$ cat src/design/pmu_serial_consts.vh
// Constants for the serial write port and reset sequencer.
// Assumes a 100 MHz core clock; included by bare name.
`ifndef PMU_SERIAL_CONSTS_VH
`define PMU_SERIAL_CONSTS_VH
`define CLK_PERIOD_NS      10
`define WORD_BITS          29
`define SHIFT_BITS         32
`define SHIFT_CNT_W        6
`define INIT_TIME_US       600
`define INIT_CYCLES        ((`INIT_TIME_US * 1000) / `CLK_PERIOD_NS)
`define BUSY_TIME_NS       270
`define BUSY_CYCLES        (`BUSY_TIME_NS / `CLK_PERIOD_NS)
`define ADDR_MSB           28
`define ADDR_LSB           22
`define ADDR_W             7
`define DATA_W             22
`define GAIN_ADDR          7'h01
`define GAIN_BIT           0
`define READBACK_BIT       28
`define GAIN_RESET         1'b1
`define REG_COUNT          4
`define REG_RESET          22'h000000
`endif

$ cat src/design/pin_sync.v
// Two-flop synchroniser for a bus of asynchronous inputs.
// Assumes inputs come from pins outside the core clock domain.
`timescale 1ns/1ns
`default_nettype none
module pin_sync #(
	parameter W = 4
) (
	input  wire         core_clk,
	input  wire         resetn,
	input  wire [W-1:0] async_in,
	output reg  [W-1:0] sync_out
);
	reg [W-1:0] meta_reg;

	always @(posedge core_clk or negedge resetn) begin
		if (!resetn) begin
			meta_reg <= {W{1'b0}};
			sync_out <= {W{1'b0}};
		end else begin
			meta_reg <= async_in;
			sync_out <= meta_reg;
		end
	end
endmodule
`default_nettype wire

$ cat src/design/pmu_serial_write_and_reset.v
// Serial write port, readback and reset sequencing of the measurement unit.
// Assumes serial pins are asynchronous and sampled by core_clk (much faster).
`timescale 1ns/1ns
`default_nettype none
`include "pmu_serial_consts.vh"

module pmu_serial_write_and_reset #(
	parameter INIT_CYCLES = `INIT_CYCLES
) (
	input  wire        core_clk,
	input  wire        resetn,
	input  wire        link_sel,
	input  wire        frame_n,
	input  wire        frame_n_c,
	input  wire        sclk,
	input  wire        sclk_c,
	input  wire        sdi,
	input  wire        sdi_c,
	output reg         sdo,
	output reg         sdo_c,
	output reg         sdo_oe,
	input  wire        reset_pin_n,
	input  wire        busy_n_in,
	output wire        busy_n_out,
	output wire        busy_n_oe,
	output reg         current_sense_gain,
	output reg         wr_strobe,
	output reg  [6:0]  wr_addr,
	output reg  [21:0] wr_data
);
	localparam ST_INIT  = 4'b0001;
	localparam ST_IDLE  = 4'b0010;
	localparam ST_SHIFT = 4'b0100;
	localparam ST_BUSY  = 4'b1000;
	// Busy after a write frame lasts a fixed time
	localparam [31:0] BUSY_CNT = `BUSY_CYCLES;

	wire [8:0] pins_sync;
	reg        strap_reg;
	reg  [3:0] state_reg;
	reg  [3:0] state_next;
	reg  [`SHIFT_BITS-1:0]  shift_reg;
	reg  [`SHIFT_CNT_W-1:0] bits_reg;
	reg  [19:0] count_reg;
	reg         sclk_d_reg;
	reg         frame_d_reg;
	reg         rst_d_reg;
	reg         rd_pend_reg;
	reg         link_active_reg;
	reg  [`SHIFT_BITS-1:0] rd_shift_reg;
	// Small register store, cleared by every reset
	reg  [`DATA_W-1:0] regs_mem [0:`REG_COUNT-1];

	// Synchronised link levels and their edges
	reg         sclk_s;
	reg         frame_s;
	reg         sdi_s;
	wire        rst_s;
	wire        sclk_fall;
	wire        sclk_rise;
	wire        frame_fall;
	wire        frame_rise;
	wire        rst_fall;

	// Frame decode
	wire [`ADDR_W-1:0] cmd_addr;
	wire        cmd_read;
	wire        take_word;
	integer     i;

	pin_sync #(
		.W(9)
	) u_sync (
		.core_clk(core_clk),
		.resetn  (resetn),
		.async_in({link_sel, busy_n_in, reset_pin_n, sdi_c, sdi, sclk_c, sclk, frame_n_c,
			frame_n}),
		.sync_out(pins_sync)
	);

	// Differential clock and data read as true AND NOT complement, frame as true OR NOT complement; single-ended uses true line
	always @* begin
		if (strap_reg) begin
			frame_s = pins_sync[0] | ~pins_sync[1];
			sclk_s  = pins_sync[2] & ~pins_sync[3];
			sdi_s   = pins_sync[4] & ~pins_sync[5];
		end else begin
			frame_s = pins_sync[0];
			sclk_s  = pins_sync[2];
			sdi_s   = pins_sync[4];
		end
	end
	assign rst_s = pins_sync[6];

	assign sclk_fall  = sclk_d_reg & ~sclk_s;
	assign sclk_rise  = ~sclk_d_reg & sclk_s;
	assign frame_fall = frame_d_reg & ~frame_s;
	assign frame_rise = ~frame_d_reg & frame_s;
	assign rst_fall   = rst_d_reg & ~rst_s;
	assign cmd_addr   = shift_reg[`ADDR_MSB:`ADDR_LSB];
	assign cmd_read   = shift_reg[`READBACK_BIT];
	// A complete frame ends only when no reset pin fall arrives in the same cycle
	assign take_word  = (state_reg == ST_SHIFT) && (state_next == ST_BUSY);

	// Busy is open-drain: driven low only
	assign busy_n_out = 1'b0;
	assign busy_n_oe  = state_reg[0] | state_reg[3];

	// Next state; a reset pin fall wins over any frame event in the same cycle
	always @* begin
		state_next = state_reg;
		case (state_reg)
			ST_INIT: begin
				if (rst_s && count_reg == 20'h00000) begin
					state_next = ST_IDLE;
				end
			end
			ST_IDLE: begin
				if (rst_fall) begin
					state_next = ST_INIT;
				end else if (frame_fall) begin
					state_next = ST_SHIFT;
				end
			end
			ST_SHIFT: begin
				if (rst_fall) begin
					state_next = ST_INIT;
				end else if (frame_rise) begin
					// A short frame is dropped without a busy pulse
					state_next = (bits_reg >= `WORD_BITS) ? ST_BUSY : ST_IDLE;
				end
			end
			ST_BUSY: begin
				if (rst_fall) begin
					state_next = ST_INIT;
				end else if (count_reg == 20'h00000) begin
					state_next = ST_IDLE;
				end
			end
			default: begin
				state_next = ST_INIT;
			end
		endcase
	end

	// State and edge history
	always @(posedge core_clk or negedge resetn) begin
		if (!resetn) begin
			state_reg   <= ST_INIT;
			sclk_d_reg  <= 1'b0;
			frame_d_reg <= 1'b1;
			rst_d_reg   <= 1'b0;
		end else begin
			state_reg   <= state_next;
			sclk_d_reg  <= sclk_s;
			frame_d_reg <= frame_s;
			rst_d_reg   <= rst_s;
		end
	end

	// Strap is sampled throughout init, so a change during reset takes effect
	always @(posedge core_clk or negedge resetn) begin
		if (!resetn) begin
			strap_reg <= 1'b0;
		end else if (state_next == ST_INIT) begin
			strap_reg <= pins_sync[8];
		end
	end

	// Shift logic is enabled only inside a frame, keeping it quiet while idle
	always @(posedge core_clk or negedge resetn) begin
		if (!resetn) begin
			link_active_reg <= 1'b0;
		end else if (state_next == ST_SHIFT) begin
			link_active_reg <= 1'b1;
		end else begin
			link_active_reg <= 1'b0;
		end
	end

	// One down-counter serves both the init wait and the busy hold after a frame
	// Init holds while the pin stays low, then counts out the wait
	always @(posedge core_clk or negedge resetn) begin
		if (!resetn) begin
			count_reg <= 20'h00000;
		end else if (state_next == ST_INIT) begin
			if (state_reg != ST_INIT || !rst_s) begin
				count_reg <= INIT_CYCLES[19:0];
			end else if (count_reg != 20'h00000) begin
				count_reg <= count_reg - 20'h00001;
			end
		end else if (take_word) begin
			count_reg <= BUSY_CNT[19:0];
		end else if (state_reg == ST_BUSY && count_reg != 20'h00000) begin
			count_reg <= count_reg - 20'h00001;
		end
	end

	// The bit count saturates so over-long frames still count as complete
	always @(posedge core_clk or negedge resetn) begin
		if (!resetn) begin
			shift_reg <= 32'h00000000;
			bits_reg  <= 6'h00;
		end else if (state_reg == ST_IDLE && frame_fall) begin
			bits_reg <= 6'h00;
		end else if (link_active_reg && sclk_fall) begin
			shift_reg <= {shift_reg[`SHIFT_BITS-2:0], sdi_s};
			if (bits_reg != 6'h3f) begin
				bits_reg <= bits_reg + 6'h01;
			end
		end
	end

	// Readback: a read frame latches the word, the next frame shifts it out
	// Data changes on the rising link clock edge, ready for a falling-edge sample
	always @(posedge core_clk or negedge resetn) begin
		if (!resetn) begin
			rd_pend_reg  <= 1'b0;
			rd_shift_reg <= 32'h00000000;
			sdo          <= 1'b0;
			sdo_c        <= 1'b1;
			sdo_oe       <= 1'b0;
		end else if (state_next == ST_INIT) begin
			rd_pend_reg <= 1'b0;
			sdo_oe      <= 1'b0;
		end else begin
			if (state_reg == ST_IDLE && frame_fall && rd_pend_reg) begin
				sdo_oe <= 1'b1;
				sdo    <= rd_shift_reg[`SHIFT_BITS-1];
				sdo_c  <= ~rd_shift_reg[`SHIFT_BITS-1];
			end
			if (state_reg == ST_SHIFT && sclk_rise && sdo_oe) begin
				rd_shift_reg <= {rd_shift_reg[`SHIFT_BITS-2:0], 1'b0};
				sdo          <= rd_shift_reg[`SHIFT_BITS-2];
				sdo_c        <= ~rd_shift_reg[`SHIFT_BITS-2];
			end
			if (state_reg == ST_SHIFT && frame_rise) begin
				sdo_oe      <= 1'b0;
				rd_pend_reg <= 1'b0;
			end
			if (take_word && cmd_read) begin
				rd_pend_reg  <= 1'b1;
				rd_shift_reg <= {10'h000, regs_mem[cmd_addr[1:0]]};
			end
		end
	end

	// Write port and register store; init reloads the gain and store defaults, while wr_addr and wr_data keep their values
	// Only four entries are stored, selected by the low address bits
	always @(posedge core_clk or negedge resetn) begin
		if (!resetn) begin
			current_sense_gain <= `GAIN_RESET;
			wr_strobe          <= 1'b0;
			wr_addr            <= 7'h00;
			wr_data            <= 22'h000000;
			for (i = 0; i < `REG_COUNT; i = i + 1) begin
				regs_mem[i] <= `REG_RESET;
			end
		end else begin
			wr_strobe <= 1'b0;
			if (state_next == ST_INIT) begin
				current_sense_gain <= `GAIN_RESET;
				for (i = 0; i < `REG_COUNT; i = i + 1) begin
					regs_mem[i] <= `REG_RESET;
				end
			end else if (take_word && !cmd_read) begin
				wr_strobe <= 1'b1;
				wr_addr   <= cmd_addr;
				wr_data   <= shift_reg[`DATA_W-1:0];
				regs_mem[cmd_addr[1:0]] <= shift_reg[`DATA_W-1:0];
				if (cmd_addr == `GAIN_ADDR) begin
					current_sense_gain <= shift_reg[`GAIN_BIT];
				end
			end
		end
	end
endmodule
`default_nettype wire

$ cat config.mk
export PLATFORM = sky130hd
export DESIGN_NAME = pmu_serial_write_and_reset
export DESIGN_NICKNAME = d
export VERILOG_FILES = /design/src/design/pin_sync.v /design/src/design/pmu_serial_write_and_reset.v
export VERILOG_INCLUDE_DIRS = /design/src /design/src/design
export SDC_FILE = /design/constraint.sdc
export NUM_CORES = 1
export LEC_CHECK = 0
export BUFFER_PORTS_ARGS = -buffer_cell sky130_fd_sc_hd__buf_2
export CAP_MARGIN = 20
export CORE_UTILIZATION = 40
export CTS_CLUSTER_DIAMETER = 50
export DETAILED_ROUTE_END_ITERATION = 12
export PLACE_DENSITY = 0.57
export SYNTH_ARGS = -nofsm -noshare
export SYNTH_HDL_FRONTEND = slang
export SYNTH_SLANG_ARGS = --single-unit
$ cat constraint.sdc
create_clock -name core_clk -period 3.6 [get_ports core_clk]
set_input_delay 0.72 -clock core_clk [delete_from_list [all_inputs] [get_ports core_clk]]
set_output_delay 0.72 -clock core_clk [all_outputs]
set_load 0.1 [all_outputs]
Yosys cells after proc, flatten, opt, wreduce, memory -nomap -nowiden
Cells that the tools add are included.

storage, ports and cells
  flip-flop bits (word level) = 237
  input bits = 11
  output and inout bits = 36
  word-level logic and storage cells = 141

cells by class
  add/subtract/negate cells = 2
  $lt $le $gt $ge = 3
  equality and inequality tests = 11
  muxes and demuxes = 46
  bitwise operators = 22
  reduce and logical (&&, ||, !) cells = 33

operators with widths
  cell                     number
  $mux W88                 2
  $mux W20                 5
  $bwmux W88               1
  $mux W22                 3
  $mux W32                 2
  $bmux W22 S2             1
  $demux W22 S2            1
  $mux W4                  8
  $logic_not A20 Y1        1
  $reduce_bool A20 Y1      1
  $sub A20 B1 Y20 const B  1
  $mux W1                  19
  $mux W6                  3
  $pmux W4 S4              1
  $reduce_and A2 Y1        7
  $logic_and A1 B1 Y1      12
  $not A1 Y1               12
  $reduce_bool A2 Y1       6
  $reduce_bool A3 Y1       3
  $eq A4 B1 Y1 const B     2
  $eq A4 B3 Y1 const B     2
  $eq A4 B4 Y1 const B     2
  $and A1 B1 Y1            7
  $eq A7 B1 Y1 const B     1
  12 further kinds         14

Longest topological paths before layout
  depth after elaboration = 13
  mapped depth = 12
  depth with buffers taken out = 9

Hierarchy
A second synthesis with hierarchy kept.

unflattened totals
  cell total of the unflattened synthesis = 926
  area total of the unflattened synthesis = 10381.2 µm²

modules (own cells, without submodules)
  module                      instances  cells each  area each (µm²)  seq. area each (µm²)
  pmu_serial_write_and_reset  1          908         9930.8           5485.3
  pin_sync                    1          18          450.4            450.4

Worst setup path before layout
No wires, ideal clock.

  path type = flip-flop to flip-flop
  start point = register count_reg[0]
  end point = register rd_shift_reg[30]
  setup time = 0.121 ns
  arrival time = 2.724 ns
  required time = 3.479 ns
  slack = 0.755 ns
  cell stages (with the launch flop) = 13
  path buffers = 3
  period minus slack after synthesis = 2.845 ns
  cell sequence = dfrtp_1 inv_1 ha_1 or4b_1 buf_2 or4_4 nor3_2 or2_1 buf_6 inv_4 a21o_1 buf_2 a22o_1

on the way
  longest elaborated chain between the ends = 9
  elaborated cells between the ends (all ways) = 14
  those cells by class = eq/ne (2); mux (5); bitwise (1); reduce/logical (6)

ends and longest elaborated chain
  element                                         line                                                                RTL
  from (decl)                                     pmu_serial_write_and_reset.v:44                                     reg [19:0] count_reg;
  from (signal assigned)                          pmu_serial_write_and_reset.v:188                                    count_reg <= INIT_CYCLES[19:0];
  from (signal assigned)                          pmu_serial_write_and_reset.v:190                                    count_reg <= count_reg - 20'h00001;
  from (signal assigned)                          pmu_serial_write_and_reset.v:193                                    count_reg <= BUSY_CNT[19:0];
  $logic_not A20 Y1 *                             pmu_serial_write_and_reset.v:114, pmu_serial_write_and_reset.v:136
  $mux W4 or $logic_and A1 B1 Y1 (tied branches)  pmu_serial_write_and_reset.v:136, pmu_serial_write_and_reset.v:114
  $mux W4, on equally long branches               pmu_serial_write_and_reset.v:134, pmu_serial_write_and_reset.v:114
  $pmux W4 S4 *                                   pmu_serial_write_and_reset.v:112                                    case (state_reg)
  via state_next[0]                               pmu_serial_write_and_reset.v:41                                     reg [3:0] state_next;
  $eq A4 B4 Y1                                    pmu_serial_write_and_reset.v:103                                    assign take_word = (state_reg == ST_SHIFT) && (state_next == ST_BUSY);
  $logic_and A1 B1 Y1                             pmu_serial_write_and_reset.v:103
  $logic_and A1 B1 Y1                             pmu_serial_write_and_reset.v:241                                    if (take_word && cmd_read) begin
  $reduce_bool A2 Y1 (no source line)             --
  $reduce_and A2 Y1 (no source line)              --
  to (signal assigned)                            pmu_serial_write_and_reset.v:233                                    rd_shift_reg <= {rd_shift_reg[`SHIFT_BITS-2:0], 1'b0};
  to (signal assigned)                            pmu_serial_write_and_reset.v:243                                    rd_shift_reg <= {10'h000, regs_mem[cmd_addr[1:0]]};
  to (decl)                                       pmu_serial_write_and_reset.v:50                                     reg [`SHIFT_BITS-1:0] rd_shift_reg;

The timed path passes the listed nets; every way through them passes the cells marked *.
A chain may end at the register's enable or synchronous reset.

Worst setup path after layout
  start point = register count_reg[0]
  end point = register rd_shift_reg[0]

on the way
  longest elaborated chain between the ends = 9
  elaborated cells between the ends (all ways) = 14
  those cells by class = eq/ne (2); mux (5); bitwise (1); reduce/logical (6)

ends and longest elaborated chain
  element                                         line
  $logic_not A20 Y1 *                             pmu_serial_write_and_reset.v:114, pmu_serial_write_and_reset.v:136
  $mux W4 or $logic_and A1 B1 Y1 (tied branches)  pmu_serial_write_and_reset.v:136, pmu_serial_write_and_reset.v:114
  $mux W4, on equally long branches               pmu_serial_write_and_reset.v:134, pmu_serial_write_and_reset.v:114
  $pmux W4 S4 *                                   pmu_serial_write_and_reset.v:112
  $eq A4 B4 Y1                                    pmu_serial_write_and_reset.v:103
  $logic_and A1 B1 Y1                             pmu_serial_write_and_reset.v:103
  $logic_and A1 B1 Y1                             pmu_serial_write_and_reset.v:241
  $reduce_bool A2 Y1 (no source line)             --
  $reduce_and A2 Y1 (no source line)              --

Mark *: on every way between the ends. The rest lies on a longest branch, timed or not.

==> reports/metrics.cfg <==
[global_route]
grt_pass1_vias = 6653
gr-total-overflow = 0
grt_pass1_wl_um = 36340
gr-usage-all-layers_pct = 17.07
antenna_found_initial = 0
grt_max_degree = 111

[sta]
skew_ns = 0.02883
whs_ns = 0.1758
fin_setup_tns_ns = 0
grt_setup_unrepaired = no
slew-limit-headroom_pct = 49.13
max_freq_ghz = 0.3073
setup_viol = 0
finalWorstSetupSlack_ns = 0.3455
tightestPinTransition_ns = 0.7603
timing.final.hold_violations = 0
post-route-period-util_pct = 90.40
slew_violations = 0
post-route-min-period_ns = 3.255

[floorplan]
ios = 47
initial_core_util_pct = 40.83
die_h_um = 162.3
rows = 58
die_area_um2 = 26350
die_w_um = 162.3
core_um2 = 25180

[placement]
io_buffers = 44
hpwlAfterDp_um = 12400
postPlaceCellArea_um2 = 10890
post-place-ws_ns = 0.3795
placedCellCount = 1248
finalWeightedCongestion = 0.7821

[worst_setup_path]
cpMaxStageDelayCell = or4_4
end_kind = register
slowest_delay_ns = 0.59
path_cells = inv_1 > ha_1 > or4b_1 > or4_4 > nor3_2 > or2_4 > buf_12 > nand2_1 > o2bb2ai_1
worstPathMaxFanout = 110
required_ns = 4.05
arrival_ns = 3.70
critPathLaunchType = register
crit_type = register to register

[pwr]
vdd_drop_max_mv = 0.3906
finalPower_mw = 5.750
power.density_nw_per_um2 = 482.8
leakagePower_nw = 5.413

[layout]
antenna_cells = 0
stdcell_count = 1301
fin_nets = 964
syn_to_final_growth_pct = 15.83
largest_reg_flops = 88
fin_util_pct = 47.30
final_cell_area_um2 = 11910
drive_above_1_share_pct = 24.41

[drt]
drc_errors = 0
wl_um = 21480
drt_iter0_drc = 494
vias_per_cell = 5.321
dr.pass1.iters = 5
wl_per_cell_um = 16.51
ant_nets = 0
vias = 6922

[logic_synthesis]
synth_nets = 929
synthArstFlopShare_pct = 100.0
synthTopCellsByArea = dfrtp_1, nand2_1, mux2_2
synth_edf_count = 0
syn_area_um2 = 10280
yosysWarnings = 0
syn_area_per_cell_um2 = 11.25
yosysSeqAreaShare_pct = 57.24
synth.top_cell.area_share_pct = 56.22
ys_types = 61
yosys.area.top_type = dfrtp_1
yosysMostFrequentCell = dfrtp_1
syn_inst = 914
ys.flop_type = dfrtp_1
synth_commonest_cells = dfrtp_1, nand2_1, o21ai_0
synth-seq-cells = 235

[clock_tree]
cts_sinks = 235
cts-resized-gates = 0
htree_levels = 1
cts_tree = built
numCtsBuffers = 28
root_buffer = clkbuf_16
clk_latency_ns = 0.55
cts_setup_buffers = 0
path_clk_slew_ns = 0.06
hold_buffers = 0
cts.path.max_buffers = 3

[min_path]
hp-class = input pin to asynchronous set/reset pin

[flow_run]
maxCapViolations = 0

[status]
status = finished, final reports clean

[power breakdown]
group	internal, mW	total (mW)	leakage [nW]	switching, mW
sequential	2.67	2.69	3.18	0.0193
combinational	0.0331	0.125	1.74	0.0920
clock	1.82	2.94	0.485	1.12
[cell type report]
class / instances / area [µm²]
clock inverters: 14 / 177.7
repair buffers: 67 / 469.2
well taps: 330 / 412.9
flip-flops and latches: 235 / 5887
clock buffers: 38 / 818.3
multi-input cells: 605 / 4098
fillers: 2298 / 13270
inverters: 12 / 47.55
[cells by family after synthesis]
| kind of cell | Yosys count | share of synthesized area, % |
|---|---|---|
| muxes | 79 | 11.05 |
| other | 1 | 0.03647 |
| AOI/OAI and AO/OA | 206 | 14.16 |
| buffers and inverters | 74 | 3.225 |
| adders and majority gates | 4 | 0.4868 |
| xor gates and xnor gates | 4 | 0.3408 |
| and+or+nand+nor | 311 | 13.46 |
| DFF | 235 | 57.24 |
[layer usage]
metal	vias up	share of wire [%]	wire (µm)	GRT usage, %
met5	-	0	0	0
li1	3338	-	-	-
met2	98	45	9725	26.05
met1	3455	49	10590	25.59
met3	31	3.4	726	2.546
met4	0	2.0	434	3.902
[worst max-delay path, delay by kind of cell (launching register included)]
kind	cells	cell delay, ns
simple gates	5	1.78
buf+inv	2	0.47
flops	1	0.41
fa+ha+maj	1	0.20
compound gates	1	0.18
[worst paths after layout]
| kind | start | end | cells past startpoint | slack, ns |
|---|---|---|---|---|
| min in group core_clk | sdi_c | u_sync.meta_reg[5] | 1 | 0.30 |
| max reg2reg | count_reg[0] | rd_shift_reg[0] | 9 | 0.35 |
| min reg2reg | u_sync.meta_reg[0] | u_sync.sync_out[0] | 0 | 0.35 |
| max | count_reg[0] | rd_shift_reg[0] | 9 | 0.35 |
| min | resetn | count_reg[13] | 1 | 0.18 |
| max in group asynchronous | resetn | frame_d_reg | 2 | 2.54 |
[placed cells by master (no fill, tap or decap), drive strengths merged, types with 3 or more instances in the layout]
cell type / netlist / layout
a22o: 10 / 10
clkinvlp: 0 / 3
dfrtp: 231 / 231
or3: 6 / 6
bufinv: 0 / 3
or4: 7 / 7
ha: 4 / 4
dfstp: 4 / 4
nor2: 25 / 25
a311oi: 7 / 7
mux4: 22 / 22
a32o: 6 / 6
mux2: 56 / 56
nor4: 5 / 5
o22ai: 22 / 22
clkbuf: 38 / 38
o21ai: 90 / 90
a2bb2oi: 21 / 21
xnor2: 3 / 3
a21o: 3 / 3
nor2b: 6 / 6
o211ai: 5 / 5
clkinv: 0 / 7
nand2b: 3 / 3
a21boi: 3 / 3
or2: 5 / 5
inv: 12 / 13
nand3: 28 / 28
nor4b: 3 / 3
a21oi: 23 / 23
buf: 24 / 67
nor3: 14 / 14
nand2: 203 / 203
(Power assumes the default switching activity.)
